### src/design/sisl_map.svh
// register offsets, reset values and field positions of the stage interrupt block
`ifndef SISL_MAP_SVH
`define SISL_MAP_SVH

`define SISL_ADDR_W          10
`define SISL_ADDR_UNDER_EN   10'h005
`define SISL_ADDR_OVER_EN    10'h006
`define SISL_ADDR_DONE_EN    10'h007
`define SISL_ADDR_UNDER_STS  10'h008
`define SISL_ADDR_OVER_STS   10'h009
`define SISL_ADDR_DONE_STS   10'h00a
`define SISL_EN_RESET        8'h00
`define SISL_STS_RESET       8'h00
`define SISL_WORD_RESET      16'h0000
`define SISL_STAGE_LSB       0
`define SISL_STAGE_MSB       7
`define SISL_TEST_BIT        12
`define SISL_NO_HOLD         8'h00
`define SISL_TEST_RESET      1'b0
`define SISL_IRQ_IDLE        1'b1

`endif

### src/design/sisl_pkg.sv
// types shared by the stage interrupt block
`default_nettype none
package sisl_pkg;
    typedef logic [7:0]  sisl_stage_vec_t;
    typedef logic [15:0] sisl_word_t;
    typedef logic [9:0]  sisl_addr_t;
endpackage : sisl_pkg
`default_nettype wire

### src/design/sisl_flag_bank.sv
// eight sticky per-stage flags with clear-on-read unless the condition persists
`timescale 1ns/10ps
`default_nettype none
`include "sisl_map.svh"
module sisl_flag_bank (
    input  wire logic                     sys_clk,
    input  wire logic                     rst_b,
    input  wire sisl_pkg::sisl_stage_vec_t set_vec,
    input  wire sisl_pkg::sisl_stage_vec_t hold_vec,
    input  wire logic                     rd_clr,
    output var  sisl_pkg::sisl_stage_vec_t flag_q
);
    sisl_pkg::sisl_stage_vec_t flag_d;

    // ----------------------------------------
    // next state: set wins over the read clear
    // ----------------------------------------
    always_comb begin
        for (int i = `SISL_STAGE_LSB; i <= `SISL_STAGE_MSB; i++) begin
            flag_d[i] = set_vec[i] | (flag_q[i] & ~(rd_clr & ~hold_vec[i]));
        end
    end

    always_ff @(posedge sys_clk) begin
        if (!rst_b) begin
            flag_q <= `SISL_STS_RESET;
        end else begin
            flag_q <= flag_d;
        end
    end
endmodule : sisl_flag_bank
`default_nettype wire

### src/design/sisl_irq_core.sv
// stage interrupt enable and status registers with the interrupt output
//
// How it works
// - bits 7:0 of the completion enable register let each stage's finished conversion raise the interrupt.
// - the low-limit status register holds one read-only bit per stage that sets on a low threshold exceedance.
// - the high-limit status register holds one read-only bit per stage that sets on a high threshold exceedance.
// - reading a limit status register clears each bit whose limit is no longer exceeded and keeps the rest.
// - per-stage low and high enable bits gate whether a latched limit drives the interrupt.
`timescale 1ns/10ps
`default_nettype none
`include "sisl_map.svh"
module sisl_irq_core (
    input  wire logic                     sys_clk,
    input  wire logic                     rst_b,
    input  wire sisl_pkg::sisl_addr_t     reg_addr,
    input  wire logic                     reg_wr,
    input  wire sisl_pkg::sisl_word_t     reg_wdata,
    input  wire logic                     reg_rd,
    output var  sisl_pkg::sisl_word_t     reg_rdata,
    input  wire sisl_pkg::sisl_stage_vec_t stage_done,
    input  wire sisl_pkg::sisl_stage_vec_t under_now,
    input  wire sisl_pkg::sisl_stage_vec_t over_now,
    output var  logic                     irq_b
);
    // ----------------------------------------
    // address decode
    // ----------------------------------------
    function automatic logic hit(input sisl_pkg::sisl_addr_t a, input sisl_pkg::sisl_addr_t t);
        hit = (a == t);
    endfunction : hit

    sisl_pkg::sisl_stage_vec_t den_q, den_d;
    sisl_pkg::sisl_stage_vec_t len_q, len_d;
    sisl_pkg::sisl_stage_vec_t hen_q, hen_d;
    logic                      tst_q, tst_d;
    sisl_pkg::sisl_word_t      rdata_d;
    logic                      irq_d;
    sisl_pkg::sisl_stage_vec_t done_q;
    sisl_pkg::sisl_stage_vec_t under_q;
    sisl_pkg::sisl_stage_vec_t over_q;
    logic                      rd_under, rd_over, rd_done;

    assign rd_under = reg_rd & hit(reg_addr, `SISL_ADDR_UNDER_STS);
    assign rd_over  = reg_rd & hit(reg_addr, `SISL_ADDR_OVER_STS);
    assign rd_done  = reg_rd & hit(reg_addr, `SISL_ADDR_DONE_STS);

    // ----------------------------------------
    // status flags
    // ----------------------------------------
    sisl_flag_bank u_done (
        .sys_clk (sys_clk),
        .rst_b   (rst_b),
        .set_vec (stage_done),
        .hold_vec(`SISL_NO_HOLD),
        .rd_clr  (rd_done),
        .flag_q  (done_q)
    );

    sisl_flag_bank u_under (
        .sys_clk (sys_clk),
        .rst_b   (rst_b),
        .set_vec (under_now),
        .hold_vec(under_now),
        .rd_clr  (rd_under),
        .flag_q  (under_q)
    );

    sisl_flag_bank u_over (
        .sys_clk (sys_clk),
        .rst_b   (rst_b),
        .set_vec (over_now),
        .hold_vec(over_now),
        .rd_clr  (rd_over),
        .flag_q  (over_q)
    );

    // ----------------------------------------
    // enable registers, read data, interrupt
    // ----------------------------------------
    always_comb begin
        den_d   = den_q;
        len_d   = len_q;
        hen_d   = hen_q;
        tst_d   = tst_q;
        rdata_d = `SISL_WORD_RESET;
        if (reg_wr && hit(reg_addr, `SISL_ADDR_DONE_EN)) begin
            den_d = reg_wdata[`SISL_STAGE_MSB:`SISL_STAGE_LSB];
            tst_d = reg_wdata[`SISL_TEST_BIT];
        end
        if (reg_wr && hit(reg_addr, `SISL_ADDR_UNDER_EN)) begin
            len_d = reg_wdata[`SISL_STAGE_MSB:`SISL_STAGE_LSB];
        end
        if (reg_wr && hit(reg_addr, `SISL_ADDR_OVER_EN)) begin
            hen_d = reg_wdata[`SISL_STAGE_MSB:`SISL_STAGE_LSB];
        end
        if (reg_rd) begin
            if (hit(reg_addr, `SISL_ADDR_DONE_EN)) begin
                rdata_d[`SISL_STAGE_MSB:`SISL_STAGE_LSB] = den_q;
                rdata_d[`SISL_TEST_BIT]                  = tst_q;
            end else if (hit(reg_addr, `SISL_ADDR_UNDER_EN)) begin
                rdata_d[`SISL_STAGE_MSB:`SISL_STAGE_LSB] = len_q;
            end else if (hit(reg_addr, `SISL_ADDR_OVER_EN)) begin
                rdata_d[`SISL_STAGE_MSB:`SISL_STAGE_LSB] = hen_q;
            end else if (hit(reg_addr, `SISL_ADDR_UNDER_STS)) begin
                rdata_d[`SISL_STAGE_MSB:`SISL_STAGE_LSB] = under_q;
            end else if (hit(reg_addr, `SISL_ADDR_OVER_STS)) begin
                rdata_d[`SISL_STAGE_MSB:`SISL_STAGE_LSB] = over_q;
            end else if (hit(reg_addr, `SISL_ADDR_DONE_STS)) begin
                rdata_d[`SISL_STAGE_MSB:`SISL_STAGE_LSB] = done_q;
            end
        end
        // any enabled pending source pulls the line low
        irq_d = ~|((done_q & den_q) | (under_q & len_q) | (over_q & hen_q));
    end

    always_ff @(posedge sys_clk) begin
        if (!rst_b) begin
            den_q     <= `SISL_EN_RESET;
            len_q     <= `SISL_EN_RESET;
            hen_q     <= `SISL_EN_RESET;
            tst_q     <= `SISL_TEST_RESET;
            reg_rdata <= `SISL_WORD_RESET;
            irq_b     <= `SISL_IRQ_IDLE;
        end else begin
            den_q     <= den_d;
            len_q     <= len_d;
            hen_q     <= hen_d;
            tst_q     <= tst_d;
            reg_rdata <= rdata_d;
            irq_b     <= irq_d;
        end
    end
endmodule : sisl_irq_core
`default_nettype wire

### config.mk
export PLATFORM = sky130hd
export DESIGN_NAME = sisl_irq_core
export DESIGN_NICKNAME = d
export VERILOG_FILES = /design/src/design/sisl_pkg.sv /design/src/design/sisl_flag_bank.sv /design/src/design/sisl_irq_core.sv
export VERILOG_INCLUDE_DIRS = /design/src /design/src/design
export SDC_FILE = /design/constraint.sdc
export NUM_CORES = 1
export LEC_CHECK = 0
export BUFFER_PORTS_ARGS = -buffer_cell sky130_fd_sc_hd__buf_2
export CAP_MARGIN = 15
export CORE_MARGIN = 2
export CORE_UTILIZATION = 45
export DETAILED_ROUTE_END_ITERATION = 8
export PLACE_DENSITY_LB_ADDON = 0.1
export SLEW_MARGIN = 10
export SYNTH_ARGS = -nofsm -noshare
export SYNTH_HDL_FRONTEND = slang
export SYNTH_SLANG_ARGS = --single-unit
### constraint.sdc
create_clock -name sys_clk -period 1.8 [get_ports sys_clk]
set_input_delay 0.36 -clock sys_clk [delete_from_list [all_inputs] [get_ports sys_clk]]
set_output_delay 0.36 -clock sys_clk [all_outputs]
set_load 0.01 [all_outputs]
==> summary.md <==
| Metric | Value |
|---|---|
| Vias in the first global route | `roughly 2,200` |
| Vias per Instance | `5.38` |
| Hold_buf cts | `0` |
| # DRC | `0` |
| Sw Pwr | `~700 uW` |
| CP cell instances | `buf_2, nor4_4, buf_4, nand4_1, o21ai_0, a21oi_1` |
| Total Routing Usage GR | `22.7%` |
| Synth Instances | `323` |
| Logic pwr share | `8.1%` |
| Worst skew pair latency | `330 ps` |
| Fillers | `578` |
| Nets | `between 400 and 500` |
| Fmax | `0.662 GHz` |
| ANT nets after route | `0` |
| Slew Limit Headroom | `66.5%` |
| Synth cell types | `27` |
| # resized after CTS | `0` |
| Die Width | `82.6 um` |
| Sequential Power Share | `47.6%` |
| Initial antenna violation count | `0` |
| EDFF count, synth | `0` |
| Via Count | `2,518` |
| Hold crit path type | `primary input to flop` |
| Final clock skew | `7.43 ps` |
| Netlist Area Pre-Place | `2780 um2` |
| CP max FO | `9` |
| Largest net degree at the start of global routing | `37` |
| Max incr delay on CP | `350 ps` |
| Hold depth | `3` |
| TritonCTS buffer count | `9` |
| CP required | `between 2000 and 2500 ps` |
| Gr ovfl total | `0` |
| Pwr Density | `856 nW/um2` |
| Cell depth of the worst setup path | `6` |
| Crit path max-delay cell type | `nor4_4` |
| RSZ-0062 raised after global routing | `no` |
| R2R depth | `3` |
| Placed instance area | `3190 um2` |
| Min cycle time layout | `1510 ps` |
| List of most frequent post-synthesis cells | `nor2b_1 (61), dfxtp_1 (59), a21oi_1 (48)` |
| Core Region | `roughly 6000 um2` |
| Final Cell Area | `approximately 3400 um2` |
| Layout cells sized above 1 | `23.4%` |
| Ys async rst share | `0%` |
| Status | `complete, no violations` |
| First-pass GRT wire length | `~11,000 um` |
| Clk pwr share | `44.3%` |
| Buf/Inv on CP | `2` |
| DRT iter0 DRCs | `around 290` |
| Cell family with most CP delay | `simple AND/OR/NAND/NOR gates` |
| Internal power | `2.23 mW` |
| Area share of the largest cell type after synthesis | `42.5%` |
| Sequential-to-total area share from yosys stat | `42.5%` |
| Area grow syn2layout | `22.4%` |
| Period utilization | `83.9%` |
| Yosys warnings | `0` |
| Largest cells by area after synthesis | `dfxtp_1 (43%), nor2b_1 (14%), mux2i_1 (9.0%)` |
| Clk slew on worst S/H paths | `70 ps` |
| DRT Wirelength | `7340 um` |
| Antenna cells | `0` |
| Root Driver | `clkbuf_8` |
| Clk buf depth | `2` |
| Postcts setup bufs | `0` |
| Final Max Tran Viols | `0` |
| Port buffer count | `56` |
| Crit path launch type | `primary input` |
| Chip height | `82.6 um` |
| Max-cap violations | `0` |
| Worst Max-Slew Pin Slew | `496 ps` |
| Rows | `28` |
| H-Tree Depth | `3` |
| CP Capture Type | `flop` |
| Dpl hpwl | `5440 um` |
| Final WS setup | `a little under 300 ps` |
| Final hold vios | `0` |
| Place WS | `-3.39 ps` |
| VDD IR-drop max | `0.528 mV` |
| Final setup violating endpoints | `0` |
| DR WL/cell | `15.7 um` |
| Count leader, synth | `nor2b_1` |
| Num ports | `71` |
| Initial core utilization | `46.7%` |
| CTS tree | `built` |
| Post-synthesis area per instance | `about 8.6 um2` |
| Die Area | `about 6800 um2` |
| Switching part of the total | `23.4%` |
| Register bit total from synthesis | `59` |
| Yosys top cell by area | `dfxtp_1` |
| GPL Wtd Cong | `0.887` |
| P_leak | `1.49 nW` |
| Sink Count | `59` |
| Drt first pass iters | `5` |
| Primary FF master, synth | `dfxtp_1` |
| Worst endpoint data arrival time | `1720 ps` |
| WS Path Type | `primary input to flop` |
==> kinds of logic after synthesis <==
family | Yosys count | share of synthesized area [%]
AOI/OAI and AO/OA | 85 | 17.6
muxes | 25 | 9.00
DFF | 59 | 42.5
and+or+nand+nor | 118 | 24.7
other | 1 | 0.135
buffers and inverters | 35 | 6.08
==> power groups by stage <==
| stage | registers (mW) | clock network (mW) | logic [mW] |
|---|---|---|---|
| 4_1_cts | 1.38 | 1.31 | 0.237 |
| 3_3_place_gp | 1.41 | 0 | 0.231 |
| 6_report | 1.39 | 1.29 | 0.237 |
| 5_1_grt | 1.39 | 1.38 | 0.267 |
| 3_5_place_dp | 1.41 | 0 | 0.234 |
| 2_1_floorplan | 1.39 | 0 | 0.152 |
==> state kept, by name, summed over array words and instances (netlist names) <==
register,count
hen_q,8
len_q,8
u_over.flag_q,8
u_done.flag_q,8
u_under.flag_q,8
irq_b,1
reg_rdata,9
den_q,8
tst_q,1
==> tightest hold or removal path, delay by kind of cell <==
family / cells / cell delay [ps]
AO/OA/AOI/OAI: 1 / 30
AND/OR/NAND/NOR: 1 / 90
buffers and inverters: 1 / 70
==> metrics by stage <==
step	instances	TNS [ps]	hold slack (ps)	total power [mW]	util, %
after floorplan	329	0	409	1.55	-
after global placement	452	-30.5	464	1.64	53.6
after detailed placement	452	-3.39	466	1.65	53.6
after CTS	468	0	244	2.94	57.1
after global routing	468	0	262	3.04	57.1
final	468	0	254	2.91	57.1
==> cell type report <==
cell class / count / area [um2] / area share (%)
well taps: 75 / 93.8 / 2.76
flip-flops and latches: 59 / 1180 / 34.7
multi-input cells: 235 / 1450 / 42.7
clock buffers: 11 / 131 / 3.86
inverters: 8 / 30.0 / 0.883
repair buffers: 75 / 435 / 12.8
clock inverters: 5 / 77.6 / 2.28
==> placed cells by master (no fill, tap or decap), types with 2 or more instances in the layout <==
cell type  count
bufinv_16      2
nor4b_1        2
inv_1          8
clkbuf_8       9
nor2b_1       61
nand4_1        7
nor2_1        10
o21ai_0       16
clkbuf_1       2
nand2_1       25
conb_1         7
nand4_2        2
clkinv_2       2
o221ai_1       8
mux2i_1       25
and2_1         5
buf_4         18
a21oi_1       48
a22oi_1       12
buf_2         56
dfxtp_1       59
==> routing by layer <==
metal	wire (um)	track usage (%)	up-vias
li1	-	-	1238
met1	3530	32.4	1151
met2	3100	32.2	112
met3	553	5.11	17
met4	157	11.1	0
met5	0	0	-
==> final timing paths <==
path / slack (ps) / endpoint / start
max: 290 / reg_rdata[5] / reg_addr[5]
min: 250 / u_over.flag_q[3] / over_now[3]
max reg2reg: 680 / irq_b / u_under.flag_q[3]
min reg2reg: 470 / reg_rdata[12] / tst_q
Note: power is estimated with default switching activity, not from simulation.
